--- src/status_ops_defs.vh ---
// Constants for the status clear, rotate and return instruction block
`ifndef STATUS_OPS_DEFS_VH
`define STATUS_OPS_DEFS_VH
// ====================================================================
// Opcodes
`define OPC_CARRY_CLEAR 16'hCE30
`define OPC_SUB_EXIT 16'hCE26
`define OPC_FSYNC_CLEAR 16'hCE36
`define OPC_HOLD_CLEAR 16'hCE38
`define OPC_ROT_LEFT 16'hCE34
`define OPC_ROT_RIGHT 16'hCE35
// ====================================================================
// APB register byte offsets
`define REG_CTRL 12'h000
`define REG_INSTR 12'h004
`define REG_ACC 12'h008
`define REG_PC 12'h00C
`define REG_STATUS 12'h010
`define REG_STACK_TOP 12'h014
`define REG_STACK_DEPTH 12'h018
// ====================================================================
// Status word one fields
`define ST_CARRY 0
`define ST_FSYNC 1
`define ST_HOLD 2
// ====================================================================
// Reset values
`define RST_STATUS 3'h7
`define RST_PC 16'h0000
`define RST_ACC 32'h00000000
`define RST_CARRY 1'b1
`define RST_FSYNC 1'b1
`define RST_HOLD 1'b1
`define RST_INSTR 16'h0000
`define RST_DEPTH 4'h0
`endif

--- src/hw_stack.v ---
// Eight-level last-in first-out hardware return stack
`timescale 1ns/1ps
`default_nettype none
module hw_stack #(
	parameter DEPTH = 8,
	parameter WIDTH = 16
) (
	input wire pclk,
	input wire presetn,
	input wire ce,
	input wire push,
	input wire pop,
	input wire [WIDTH-1:0] push_data,
	output wire [WIDTH-1:0] stack_top_entry
);
	reg [WIDTH-1:0] ent_q [0:DEPTH-1];
	integer i;
	assign stack_top_entry = ent_q[0];
	// ====================================================================
	// Shift register stack
	always @(posedge pclk or negedge presetn)
	begin
		if (!presetn)
		begin
			for (i = 0; i < DEPTH; i = i + 1)
				ent_q[i] <= {WIDTH{1'b0}};
		end
		else if (ce)
		begin
			if (push)
			begin
				ent_q[0] <= push_data;
				for (i = 1; i < DEPTH; i = i + 1)
					ent_q[i] <= ent_q[i-1];
			end
			else if (pop)
			begin
				for (i = 0; i < DEPTH-1; i = i + 1)
					ent_q[i] <= ent_q[i+1];
			end
		end
	end
endmodule // hw_stack
`default_nettype wire

--- src/status_clear_rotate_return_ops.v ---
// Executes clear, rotate and return instructions under APB control
//
// The placing of the registers and the APB register port were chosen for this implementation.
`timescale 1ns/1ps
`default_nettype none
`include "status_ops_defs.vh"
module status_clear_rotate_return_ops #(
	parameter STACK_DEPTH = 8
) (
	input wire pclk,
	input wire presetn,
	input wire ce,
	input wire psel,
	input wire penable,
	input wire pwrite,
	input wire [11:0] paddr,
	input wire [31:0] pwdata,
	output reg [31:0] prdata,
	output wire pready,
	output wire pslverr,
	input wire hold_ack,
	output wire frame_sync_mode_bit,
	output wire hold_mode_bit,
	output wire exec_enable
);
	// ====================================================================
	// Registers and next values
	reg [31:0] acc_q;
	reg [31:0] acc_d;
	reg [15:0] pc_q;
	reg [15:0] pc_d;
	reg carry_q;
	reg carry_d;
	reg fsync_q;
	reg fsync_d;
	reg hold_q;
	reg hold_d;
	reg [15:0] instr_q;
	reg [15:0] instr_d;
	reg [3:0] depth_q;
	reg [3:0] depth_d;
	reg [31:0] prdata_d;
	reg err_d;
	// ====================================================================
	// Internal nets
	wire [2:0] status_word_one;
	wire [15:0] stack_top_entry;
	wire [15:0] opcode;
	wire [32:0] rot_l;
	wire [32:0] rot_r;
	wire setup_rd;
	wire wr_en;
	wire wr_acc;
	wire wr_pc;
	wire wr_status;
	wire exec;
	wire do_push;
	wire do_pop;
	// ====================================================================
	// Bus strobes
	assign pready = 1'b1;
	assign opcode = pwdata[15:0];
	assign setup_rd = psel & ~penable & ~pwrite & ce;
	assign wr_en = psel & penable & pwrite & ce;
	assign wr_acc = wr_en & (paddr == `REG_ACC);
	assign wr_pc = wr_en & (paddr == `REG_PC);
	assign wr_status = wr_en & (paddr == `REG_STATUS);
	assign exec = wr_en & (paddr == `REG_INSTR);
	assign do_push = wr_en & (paddr == `REG_STACK_TOP);
	assign do_pop = exec & (opcode == `OPC_SUB_EXIT);
	assign pslverr = psel & penable & err_d;
	// ====================================================================
	// Status word and mode outputs
	assign status_word_one = {hold_q, fsync_q, carry_q};
	assign frame_sync_mode_bit = fsync_q;
	assign hold_mode_bit = hold_q;
	assign exec_enable = ~(hold_ack & hold_q);
	// ====================================================================
	// Address decode
	function is_mapped;
		input [11:0] a;
		begin
			is_mapped = (a == `REG_CTRL) || (a == `REG_INSTR) || (a == `REG_ACC) ||
				(a == `REG_PC) || (a == `REG_STATUS) || (a == `REG_STACK_TOP) ||
				(a == `REG_STACK_DEPTH);
		end
	endfunction
	// ====================================================================
	// Program counter step
	function [15:0] pc_step;
		input [15:0] p;
		begin
			pc_step = p + 16'h0001;
		end
	endfunction
	// ====================================================================
	// Rotates through carry, carry out in bit 32
	function [32:0] rot_left;
		input [31:0] a;
		input c;
		begin
			rot_left = {a[31], a[30:0], c};
		end
	endfunction
	function [32:0] rot_right;
		input [31:0] a;
		input c;
		begin
			rot_right = {a[0], c, a[31:1]};
		end
	endfunction
	assign rot_l = rot_left(acc_q, carry_q);
	assign rot_r = rot_right(acc_q, carry_q);
	// ====================================================================
	// Stack depth counting
	function [3:0] depth_up;
		input [3:0] d;
		begin
			if ({28'h0000000, d} < STACK_DEPTH)
				depth_up = d + 4'h1;
			else
				depth_up = d;
		end
	endfunction
	function [3:0] depth_down;
		input [3:0] d;
		begin
			if (d != 4'h0)
				depth_down = d - 4'h1;
			else
				depth_down = d;
		end
	endfunction
	// ====================================================================
	// Read mux and decode error
	always @*
	begin
		err_d = ~is_mapped(paddr);
		case (paddr)
			`REG_INSTR: prdata_d = {16'h0000, instr_q};
			`REG_ACC: prdata_d = acc_q;
			`REG_PC: prdata_d = {16'h0000, pc_q};
			`REG_STATUS: prdata_d = {29'h00000000, status_word_one};
			`REG_STACK_TOP: prdata_d = {16'h0000, stack_top_entry};
			`REG_STACK_DEPTH: prdata_d = {28'h0000000, depth_q};
			default: prdata_d = 32'h00000000;
		endcase
	end
	// ====================================================================
	// Read data, taken in setup so it stands through the access phase
	always @(posedge pclk or negedge presetn)
	begin
		if (!presetn)
			prdata <= 32'h00000000;
		else if (setup_rd)
			prdata <= prdata_d;
	end
	// ====================================================================
	// Accumulator next value
	always @*
	begin
		acc_d = acc_q;
		if (wr_acc)
			acc_d = pwdata;
		if (exec)
		begin
			case (opcode)
				`OPC_ROT_LEFT: acc_d = rot_l[31:0];
				`OPC_ROT_RIGHT: acc_d = rot_r[31:0];
				default: acc_d = acc_q;
			endcase
		end
	end
	// ====================================================================
	// Program counter next value
	always @*
	begin
		pc_d = pc_q;
		if (wr_pc)
			pc_d = pwdata[15:0];
		if (exec)
		begin
			case (opcode)
				`OPC_SUB_EXIT: pc_d = stack_top_entry;
				`OPC_CARRY_CLEAR: pc_d = pc_step(pc_q);
				`OPC_HOLD_CLEAR: pc_d = pc_step(pc_q);
				default: pc_d = pc_step(pc_q);
			endcase
		end
	end
	// ====================================================================
	// Status flags next values
	always @*
	begin
		carry_d = carry_q;
		fsync_d = fsync_q;
		hold_d = hold_q;
		if (wr_status)
		begin
			carry_d = pwdata[`ST_CARRY];
			fsync_d = pwdata[`ST_FSYNC];
			hold_d = pwdata[`ST_HOLD];
		end
		if (exec)
		begin
			case (opcode)
				`OPC_CARRY_CLEAR: carry_d = 1'b0;
				`OPC_FSYNC_CLEAR: fsync_d = 1'b0;
				`OPC_HOLD_CLEAR: hold_d = 1'b0;
				`OPC_ROT_LEFT: carry_d = rot_l[32];
				`OPC_ROT_RIGHT: carry_d = rot_r[32];
				default: carry_d = carry_q;
			endcase
		end
	end
	// ====================================================================
	// Stack depth and last instruction next values
	always @*
	begin
		depth_d = depth_q;
		instr_d = instr_q;
		if (do_push)
			depth_d = depth_up(depth_q);
		if (do_pop)
			depth_d = depth_down(depth_q);
		if (exec)
			instr_d = opcode;
	end
	// ====================================================================
	// Accumulator register
	always @(posedge pclk or negedge presetn)
	begin
		if (!presetn)
			acc_q <= `RST_ACC;
		else if (ce)
			acc_q <= acc_d;
	end
	// ====================================================================
	// Program counter register
	always @(posedge pclk or negedge presetn)
	begin
		if (!presetn)
			pc_q <= `RST_PC;
		else if (ce)
			pc_q <= pc_d;
	end
	// ====================================================================
	// Carry flag
	always @(posedge pclk or negedge presetn)
	begin
		if (!presetn)
			carry_q <= `RST_CARRY;
		else if (ce)
			carry_q <= carry_d;
	end
	// ====================================================================
	// Frame sync mode flag
	always @(posedge pclk or negedge presetn)
	begin
		if (!presetn)
			fsync_q <= `RST_FSYNC;
		else if (ce)
			fsync_q <= fsync_d;
	end
	// ====================================================================
	// Hold mode flag
	always @(posedge pclk or negedge presetn)
	begin
		if (!presetn)
			hold_q <= `RST_HOLD;
		else if (ce)
			hold_q <= hold_d;
	end
	// ====================================================================
	// Last instruction register
	always @(posedge pclk or negedge presetn)
	begin
		if (!presetn)
			instr_q <= `RST_INSTR;
		else if (ce)
			instr_q <= instr_d;
	end
	// ====================================================================
	// Stack depth register
	always @(posedge pclk or negedge presetn)
	begin
		if (!presetn)
			depth_q <= `RST_DEPTH;
		else if (ce)
			depth_q <= depth_d;
	end
	// ====================================================================
	// Return stack
	hw_stack #(
		.DEPTH(STACK_DEPTH),
		.WIDTH(16)
	) u_stack (
		.pclk(pclk),
		.presetn(presetn),
		.ce(ce),
		.push(do_push),
		.pop(do_pop),
		.push_data(pwdata[15:0]),
		.stack_top_entry(stack_top_entry)
	);
endmodule // status_clear_rotate_return_ops
`default_nettype wire

--- config.mk ---
export PLATFORM = sky130hd
export DESIGN_NAME = status_clear_rotate_return_ops
export DESIGN_NICKNAME = d
export VERILOG_FILES = /design/src/hw_stack.v /design/src/status_clear_rotate_return_ops.v
export VERILOG_INCLUDE_DIRS = /design/src
export SDC_FILE = /design/constraint.sdc
export NUM_CORES = 1
export LEC_CHECK = 0
export BUFFER_PORTS_ARGS = -buffer_cell sky130_fd_sc_hd__buf_2
export CORE_ASPECT_RATIO = 1.5
export CORE_MARGIN = 1.5
export CORE_UTILIZATION = 30
export CTS_BUF_LIST = sky130_fd_sc_hd__clkbuf_2
export DETAILED_ROUTE_END_ITERATION = 8
export MAX_ROUTING_LAYER = met4
export PLACE_DENSITY = 0.57
export SLEW_MARGIN = 20
export SYNTH_ARGS = -nofsm -noshare
export SYNTH_HDL_FRONTEND = slang
export SYNTH_SLANG_ARGS = --single-unit
--- constraint.sdc ---
create_clock -name pclk -period 3.1 [get_ports pclk]
set_input_delay 0.31 -clock pclk [delete_from_list [all_inputs] [get_ports pclk]]
set_output_delay 0.31 -clock pclk [all_outputs]
set_load 0.02 [all_outputs]
# After elaboration in Yosys (flattened, before gate mapping)

Index checks and enable logic that the tools add are counted.

Register bits: 231
Input port bits: 51
Output and inout bits: 37
Word-level logic and storage cells: 95

Add/subtract/negate cells: 3
$lt $le $gt $ge: 1
Equality and inequality tests: 15
Multiplexer cells: 22
Bitwise gates (word level): 18
Reduce and logical (&&, ||, !) cells: 20

Operators with widths:

| operator                                              | number |
|---|---|
| 2-to-1 mux 112 bit                                    | 2 |
| one-hot mux 32 bit (6 select lines)                   | 1 |
| equality test 16 bit, second input constant           | 6 |
| 2-to-1 mux 32 bit                                     | 2 |
| one-hot mux 32 bit (2 select lines)                   | 1 |
| 2-to-1 mux 16 bit                                     | 3 |
| equality test 12 x 5 -> 1 bit, second input constant  | 3 |
| equality test 12 x 4 -> 1 bit, second input constant  | 2 |
| adder 16 x 1 -> 16 bit, second input constant         | 1 |
| 2-to-1 mux 4 bit                                      | 4 |
| AND 1 bit                                             | 14 |
| equality test 12 x 3 -> 1 bit, second input constant  | 1 |
| logical NOT 12 bit                                    | 1 |
| AND reduction 2 bit                                   | 5 |
| 2-to-1 mux 1 bit                                      | 8 |
| nonzero test 2 bit                                    | 4 |
| logical OR 1 bit                                      | 6 |
| inequality test 5 x 2 -> 1 bit, second input constant | 1 |
| adder 4 x 1 -> 4 bit, second input constant           | 1 |
| < comparator 4 bit, second input constant             | 1 |
| NOT 1 bit                                             | 4 |
| one-hot mux 1 bit (4 select lines)                    | 1 |
| AND reduction 4 bit                                   | 1 |
| nonzero test 4 bit                                    | 1 |
| 5 further kinds                                       | 5 |

# Depth between registers and ports, before layout

Gate-level depths: netlist of the first run.

Depth in word-level cells: 9
Gate-level depth with buffers: 10
Depth with buffers taken out: 9

# Cells and area by module

A second synthesis of the first run with hierarchy kept.

Cells, all modules: 1,358
Area, all modules: 13,469.2 µm²

By module, submodules not included:

| module                         | times used | cells an instance | area each (µm²) | seq. area each (µm²) |
|---|---|---|---|---|
| hw_stack                       | 1          | 687               | 7,303.3         | 3,203.1 |
| status_clear_rotate_return_ops | 1          | 671               | 6,165.9         | 2,581.2 |

# Worst setup path after synthesis of the first run

Ideal clock, no wire load.

Kind: input port to flip-flop
From: input port paddr[5]
To: register depth_q[2]
Setup time: 0.079 ns
Arrival: 2.780 ns
Data required time: 3.021 ns
Setup slack: 0.241 ns
Stages on the path: 10
Path buffers: 1
Path through: nor3_1 nand3_2 nor4_1 nand2_1 buf_1 xnor2_1 ha_1 or3_1 a221oi_2 xor2_1

Cells in the longest elaborated chain, start to end: 5
Elaborated cells on any way between the ends: 10
Those cells by class: 3 x eq/ne; 1 x mux; 3 x bitwise; 3 x reduce/logical

RTL lines:

| element                                                                               | RTL line                             | text |
|---|---|---|
| start: declaration                                                                    | status_clear_rotate_return_ops.v:16  | `input wire [11:0] paddr,` |
| equality test 12 x 3 -> 1 bit                                                         | -                                    |  |
| AND 1 bit                                                                             | status_clear_rotate_return_ops.v:68  | `` assign exec = wr_en & (paddr == `REG_INSTR); `` |
| AND 1 bit                                                                             | status_clear_rotate_return_ops.v:70  | `` assign do_pop = exec & (opcode == `OPC_SUB_EXIT); `` |
| inequality test 2 x 1 -> 1 bit (no line) / nonzero test 2 bit (equally long branches) | -                                    |  |
| AND reduction 4 bit (no line)                                                         | -                                    |  |
| end signal: assignment                                                                | status_clear_rotate_return_ops.v:288 | `` depth_q <= `RST_DEPTH; `` |
| end signal: assignment                                                                | status_clear_rotate_return_ops.v:290 | `depth_q <= depth_d;` |
| end: declaration                                                                      | status_clear_rotate_return_ops.v:40  | `reg [3:0] depth_q;` |

Parallel ways exist; a longest one is shown, timed or not.
A chain may end at the register's enable or synchronous reset.

# Worst setup path in the final report of the first run

From: input port paddr[6]
To: output port pslverr

Cells in the longest elaborated chain, start to end: 9
Elaborated cells on any way between the ends: 15
Those cells by class: 6 x eq/ne; 2 x bitwise; 7 x reduce/logical

RTL lines:

| element                                                                    | RTL line                             | text |
|---|---|---|
| equality test 12 x 3 -> 1 bit / logical NOT 12 bit (equally long branches) | -                                    |  |
| logical OR 1 bit (5 in series)                                             | status_clear_rotate_return_ops.v:83  | `` is_mapped = (a == `REG_CTRL) \|\| (a == `REG_INSTR) \|\| (a == `REG_ACC) \|\| `` |
| logical OR 1 bit (*)                                                       | status_clear_rotate_return_ops.v:83  |  |
| NOT 1 bit (*)                                                              | status_clear_rotate_return_ops.v:138 | `err_d = ~is_mapped(paddr);` |
| AND 1 bit (*)                                                              | status_clear_rotate_return_ops.v:71  | `assign pslverr = psel & penable & err_d;` |
| end: declaration                                                           | status_clear_rotate_return_ops.v:20  | `output wire pslverr,` |

Every way passes the cells marked *; elsewhere a longest branch is shown, timed or not.

==> results of run 1 <==
## worst paths after layout
check / cells after the start / start / end
hold reg to reg: 2 / prdata[24] / prdata[24]
setup / recovery: 8 / paddr[6] / pslverr
max in group asynchronous: 4 / presetn / hold_mode_bit
setup reg to reg: 8 / pc_q[0] / pc_q[14]
hold / removal: 4 / paddr[4] / hold_mode_bit
min in group asynchronous: 3 / presetn / instr_q[13]
## flip-flops by register name (all words and copies together) (netlist names)
name and cells:
prdata 32, carry_q 1, acc_q 32, instr_q 16
depth_q 4, u_stack.ent_q 112, u_stack.stack_top_entry 16, frame_sync_mode_bit 1
pc_q 16, hold_mode_bit 1
## power by group
part | total (mW) | internal, mW | switching, mW
registers | 3.02 | 3.02 | 0.00418
logic | 0.267 | 0.104 | 0.163
clock network | 2.05 | 0.771 | 1.28
## cells in the final DEF, fill, tap and decap left out, types with 6 or more instances in the layout
cell type and count:
dfrtp_1 228, nand2_1 195, nor2_1 162, a21oi_1 134, mux2i_1 122, buf_2 85, clkbuf_2 80, o21ai_0 65
dlygate4sd3_1 49, nand3_1 43, buf_4 32, a21o_1 20, mux2_2 19, a22oi_1 16, clkinv_1 16, a311oi_1 15
a211oi_1 13, a221oi_1 12, nor3_1 11, buf_12 10, xor2_1 7, nor3b_1 6, nand4_1 6, o31ai_1 6
## routing by layer
layer | vias to the layer above | track usage (%) | wire length [um]
li1 | 4714 | - | -
met1 | 4657 | 17.6 | 12500
met2 | 205 | 27.5 | 15500
met3 | 80 | 2.57 | 1110
met4 | 0 | 7.91 | 1210
met5 | - | - | 0
## final cells by class
cell class,instances,share of cell area (%)
Antenna cell,1,0.0182
Clock buffer,80,2.91
Clock inverter,18,0.681
Inverter,5,0.136
Multi-Input combinational cell,923,39.6
Sequential cell,231,42.0
Tap cell,495,4.50
Timing Repair Buffer,178,10.2
## through the flow
stage                     util (%)  hold WS (ns)  total power, mW  std cells  instance area (um^2)
after floorplan                  -        0.0144             3.15       1252                 11600
after global placement        33.3         0.397             3.30       1782                 12800
after detailed placement      33.3         0.404             3.30       1782                 12800
after CTS                     35.9       0.00533             5.44       1930                 13800
after global routing          36.0        0.0837             5.61       1931                 13800
final                         36.0         0.131             5.34       1931                 13800
## cell usage after synthesis (2+ instances only)
cell type	n	area (um^2)
and3_1	4	25.0
nor4_4	2	42.5
a211oi_1	13	97.6
o21ai_0	65	325
nand3_1	44	220
inv_1	5	18.8
or3_1	5	31.3
nand2b_1	4	25.0
buf_4	7	52.6
xnor2_1	3	26.3
nor4_1	6	37.5
nor2b_1	3	18.8
nor2_1	163	612
a31oi_1	5	31.3
a21oi_1	134	671
buf_1	10	37.5
mux2i_1	122	1220
clkbuf_1	72	270
or2_2	5	31.3
ha_1	3	37.5
nor3_1	14	70.1
dfstp_2	3	78.8
nor3b_1	6	45.0
nand4_1	6	37.5
a221oi_1	12	105
xor2_1	7	61.3
nand3b_1	2	15.0
a311oi_1	15	131
a22oi_1	16	120
nand2_1	196	736
buf_2	4	20.0
a21o_1	20	150
dfrtp_1	228	5710
mux2_2	19	214
a41oi_1	2	17.5
o31ai_1	6	45.0
## cell families (layout without fill, tap and decap cells)
group / after synthesis / in the layout
other: 1 / 2
XOR/XNOR: 10 / 10
multiplexers: 142 / 142
adder cells (fa/ha/maj): 3 / 3
flip-flops: 231 / 231
AO/OA/AOI/OAI: 297 / 297
buffers and inverters: 98 / 281
AND/OR/NAND/NOR: 470 / 470
## tightest hold or removal path, delay by kind of cell
kind,cells,cell delay (ns)
compound gates,1,0.12
buf+inv,2,0.31
simple gates,1,0.27
## timing repair
| item | CTS | global route |
|---|---|---|
| hold endpoints to repair | 334 | 0 |
| resized for setup | 0 | 0 |
| hold buffers | 50 | 0 |
==> out/metrics.csv, run 1 <==
stage,metric,value,unit
floorplan,Die X,163,um
worst_setup_path,CP peak stage delay,0.63,ns
final_layout,Layout area overhead,18.9,%
placed_design,"worst slack, placed",0.265,ns
yosys,Ys Warns,0,
clocking,"Reg clk slew, reported paths",0.12,ns
worst_setup_path,Startpoint Class,primary input,
status,run status,"finished, final reports clean",
power,Leak Pwr,6.98,nW
worst_setup_path,crit-path leading delay family,buffers and inverters,
clocking,CTS buffer count,55,
global_route,Overflow after GRT,0,
yosys,combinational family with the most area after synthesis,simple AND/OR/NAND/NOR gates,
placed_design,gpl congestion,0.850,
clocking,CTS Sinks,231,
drt,DR pass1 iterations,4,
clocking,Clock Latency Late Sink,0.92,ns
hold_path,worst hold path class,primary input to flop,
yosys,adder-cell share of the synthesized area,0.324,%
drt,Vias/cell,5.00,
yosys,mux contribution to synthesized area,12.5,%
yosys,ys async rst share,100,%
final_layout,Fill cells,4005,
yosys,register area share after synthesis,49.9,%
drt,"antenna viol nets, final",0,
sta,Max Clock Skew,0.0522,ns
placed_design,dpl hpwl,19500,um
global_route,GRT Resource Usage Total,15.9,%
worst_setup_path,"Critical Path, Cell by Cell",dlygate4sd3_1 > buf_2 > nor3_1 > dlygate4sd3_1 > and3_1 > buf_4 > a21oi_1 > buf_2,
yosys,number of synthesized register bits,231,
sta,final count of hold timing violations,0,
yosys,post-synthesis area per instance,9.25,um^2
clocking,clk root buf,clkbuf_2,
global_route,vias in the first global route,9872,
drt,vias post-DR,9656,
drt,drt initial violations,515,
sta,final worst-path cycle share,91.8,%
yosys,top_reg_cell synth,dfrtp_1,
worst_setup_path,critical setup path kind,primary input to output pin,
yosys,Post-synth EDFFs,0,
floorplan,cell row count,88,
clocking,TritonCTS clock tree,done,
clocking,clk buf depth,3,
final_layout,layout cells sized above 1,17.8,%
floorplan,die area,0.0398,mm^2
sta,number of slew-limit violations in the final report,0,
sta,actual slew at the worst max-slew pin,0.908,ns
yosys,Post-Synth Simple-Gate Area,17.7,%
floorplan,# IOs,88,
sta,# setup viols final,0,
sta,achievable frequency,351,MHz
sta,setup ws final,0.254,ns
global_route,pin count of the biggest net entering global routing,166,
yosys,syn nets,1306,
drt,Post-route DRC,0,
sta,unrepaired setup endpoints after global routing,no,
floorplan,die height,244,um
global_route,global-route wire length before repair,50100,um
worst_setup_path,Worst EP required,2.79,ns
yosys,fraction of the mapped netlist area in compound gates,15.3,%
floorplan,Core Region,0.0383,mm^2
sta,max_slew headroom,39.4,%
global_route,initial antenna violation count,1,
sta,crit path time final,2.85,ns
yosys,Post-Syn Instances,1252,
worst_setup_path,kind of end point of the critical path,output pin,
worst_setup_path,critical path data arrival time,2.54,ns
final_layout,register area,0.00578,mm^2
placed_design,port bufs,86,
worst_setup_path,worst-path fanout max,7,
drt,routed len/inst,15.7,um
power,maximum vdd drop,0.232,mV
yosys,unique cell type count in the Yosys netlist,57,
sta,setup TNS,0,ns
job,MaxCap Viol Count,0,
yosys,area share of xor/xnor cells in the synthesized design,0.756,%
final_layout,area of the multi-input gates,0.00546,mm^2
drt,drt total wl,30300,um
yosys,Synth Cell Area,0.0116,mm^2
final_layout,fin nets,1448,
floorplan,initial core utilization,30.2,%
clocking,post-CTS repair timing setup buffer count,0,
clocking,H-tree lvl count,2,
power,PwrDens,388,mW/mm^2
worst_setup_path,WP buf/inv,5,
worst_setup_path,Register-to-Register Setup Slack,0.94,ns
worst_setup_path,critical path's slowest cell,dlygate4sd3_1,
Power figures use the tool's default switching activity.
==> inputs of run 2 (changes only) <==
==> constraint.sdc (replaced) <==
create_clock -name pclk -period 3.1 [get_ports pclk]
set_input_delay 0.62 -clock pclk [delete_from_list [all_inputs] [get_ports pclk]]
set_output_delay 0.62 -clock pclk [all_outputs]
set_load 0.02 [all_outputs]
==> run 2 against run 1 <==
Worst hold slack got worse by 0.061 ns; die area unchanged; power down 1.5%; routed wire length fell by 0.34%; global-route usage increased by 0.18 points; via count decreased by 0.88%; combinational power shrank 10%; clock-buffer cell count up 2; first-iteration DRC count increased by 12%; maximum frequency is 8.8% higher; highest routed layer unchanged.
==> out/metrics.csv, run 2 (synthesized netlist as in run 1, its figures left out) <==
stage,metric,value,unit
drt,"antenna viol nets, final",0,
status,run status,"finished, final reports clean",
clocking,clk root buf,clkbuf_2,
final_layout,fin nets,1425,
worst_setup_path,CP peak stage delay,0.53,ns
placed_design,Area after DPL,0.0129,mm^2
global_route,GR Util met3,2.35,%
sta,unrepaired setup endpoints after global routing,no,
clocking,Resize count post-CTS,0,
sta,Max Clock Skew,0.0308,ns
worst_setup_path,crit-path leading delay family,simple AND/OR/NAND/NOR gates,
global_route,Overflow after GRT,0,
worst_setup_path,kind of end point of the critical path,flop,
global_route,met2 Usage GRT,29.0,%
clocking,TritonCTS clock tree,done,
global_route,GRT Resource Usage Total,16.1,%
global_route,met1 Track Usage GR,17.2,%
sta,number of slew-limit violations in the final report,0,
drt,Vias/cell,5.02,
global_route,pin count of the biggest net entering global routing,69,
placed_design,port bufs,86,
worst_setup_path,"Critical Path, Cell by Cell",dlygate4sd3_1 > buf_2 > and4bb_1 > nand4_1 > or2_2 > nor4_1 > buf_4 > o21bai_4 > buf_12 > a311oi_1 > a21o_1,
final_layout,final core utilization,35.3,%
power,final total power,5.26,mW
global_route,global-route wire length before repair,50400,um
sta,crit path time final,2.62,ns
power,net switching power,1.39,mW
worst_setup_path,Worst Reg-to-Reg Cells,7,
power,Flop pwr share,57.5,%
sta,achievable frequency,382,MHz
floorplan,Core Region,0.0383,mm^2
clocking,"Reg clk slew, reported paths",0.11,ns
power,maximum vdd drop,0.236,mV
floorplan,die area,0.0398,mm^2
power,Pint,3.87,mW
worst_setup_path,critical path data arrival time,3.42,ns
drt,drt initial violations,578,
final_layout,layout cells sized above 1,19.2,%
worst_setup_path,critical setup path kind,primary input to flop,
hold_path,worst hold path class,primary input to flop,
final_layout,Layout area overhead,16.9,%
worst_setup_path,WP buf/inv,4,
clocking,CTS Sinks,231,
clocking,Clock Latency Late Sink,0.87,ns
floorplan,die height,244,um
final_layout,Biggest register,u_stack.ent_q,
sta,setup TNS,0,ns
drt,DR pass1 iterations,5,
drt,Post-route DRC,0,
floorplan,# IOs,88,
clocking,# hold bufs at CTS,15,
placed_design,gpl congestion,0.920,
final_layout,Largest register FFs,112,
worst_setup_path,critical path's slowest cell,dlygate4sd3_1,
final_layout,Largest regs,"u_stack.ent_q (112), acc_q (32), prdata (32)",
sta,final worst-path cycle share,84.4,%
global_route,vias in the first global route,9948,
worst_setup_path,CP Capture Point,acc_q[18],
floorplan,Die X,163,um
drt,vias post-DR,9571,
power,Clock Power Share,37.9,%
floorplan,initial core utilization,30.2,%
sta,Fin Hold WS,0.0705,ns
placed_design,dpl hpwl,20600,um
final_layout,"Design Area, Final",0.0135,mm^2
clocking,post-CTS repair timing setup buffer count,0,
worst_setup_path,critical path depth,11,
worst_setup_path,Startpoint Class,primary input,
power,Sw Ratio,26.4,%
worst_setup_path,worst-path fanout max,63,
job,MaxCap Viol Count,0,
worst_setup_path,reg-to-reg endpoint,pc_q[15],
worst_setup_path,crit path from,pwdata[13],
worst_setup_path,Worst EP required,3.90,ns
sta,actual slew at the worst max-slew pin,0.935,ns
sta,max_slew headroom,37.5,%
floorplan,cell row count,88,
worst_setup_path,Register-to-Register Setup Slack,0.73,ns
global_route,GR peak layer,met2,
global_route,initial antenna violation count,1,
final_layout,"most common cell after layout, fill and taps aside",dfrtp_1,
clocking,clk buf depth,3,
sta,# setup viols final,0,
power,Leak Pwr,6.91,nW
worst_setup_path,Critical R2R Launch,pc_q[3],
final_layout,Fill cells,4029,
clocking,H-tree lvl count,2,
drt,routed len/inst,15.8,um
drt,drt total wl,30200,um
power,Logic pwr share,4.6,%
power,PwrDens,388,mW/mm^2
sta,final count of hold timing violations,0,
final_layout,most frequent cells in the layout,"dfrtp_1 (228), nand2_1 (195), nor2_1 (162), a21oi_1 (134), mux2i_1 (122)",
clocking,CTS buffer count,52,
==> run 2: changes by cell type in the layout (fill, tap and decap cells not counted) <==
cell | before | now
buf_12 | 10 | 13
buf_16 | 1 | 0
buf_4 | 32 | 44
clkbuf_2 | 80 | 82
clkinv_1 | 16 | 7
clkinv_2 | 0 | 1
dlygate4sd3_1 | 49 | 15
or3_1 | 4 | 5
or3_2 | 1 | 0
==> run 2: how the worst min path moves through the flow <==
stage,to,slack [ns],cells after the start,from
final,acc_q[29],0.07,3,pwdata[29]
after global routing,acc_q[29],0.06,3,pwdata[29]
after CTS,acc_q[27],0.005,3,pwdata[27]
after detailed placement,prdata[17],0.45,2,prdata[17]
after global placement,prdata[20],0.45,2,prdata[20]
after floorplan,acc_q[0],0.32,0,presetn
==> run 2: metal layers <==
metal  wire [um]  vias to the layer above
met5           0                        -
met4         976                        0
met1       11800                     4555
met3        1370                       84
li1            -                     4656
met2       16100                      276
==> run 2: final cells by class <==
| type | count | area (um^2) | area share (%) |
|---|---|---|---|
| flip-flops and latches | 231 | 5780 | 42.7 |
| multi-input cells | 923 | 5460 | 40.3 |
| repair buffers | 158 | 1180 | 8.72 |
| well taps | 495 | 619 | 4.57 |
| clock buffers | 82 | 410 | 3.03 |
| clock inverters | 10 | 65.1 | 0.481 |
| inverters | 5 | 18.8 | 0.139 |
| diodes | 1 | 2.50 | 0.0185 |
==> run 2: power by group through the flow <==
| stage | sequential (mW) | combinational (mW) | clock, mW |
|---|---|---|---|
| 2_1_floorplan | 3.08 | 0.0670 | 0 |
| 3_3_place_gp | 3.08 | 0.229 | 0 |
| 3_5_place_dp | 3.08 | 0.230 | 0 |
| 4_1_cts | 3.02 | 0.245 | 2.11 |
| 5_1_grt | 3.03 | 0.268 | 2.24 |
| 6_report | 3.02 | 0.240 | 1.99 |
==> run 2: tightest hold or removal path, cell delays in order <==
cell     delay (ns)
buf_2          0.08
o21ai_0        0.07
o21ai_0        0.14
==> run 2: metrics by stage <==
stage / std cells / setup slack [ns]
global route: 1905 / 0.371
detailed placement: 1797 / 0.102
floorplan: 1252 / 0.0689
global placement: 1797 / 0.0759
finish: 1905 / 0.484
CTS: 1904 / 0.559
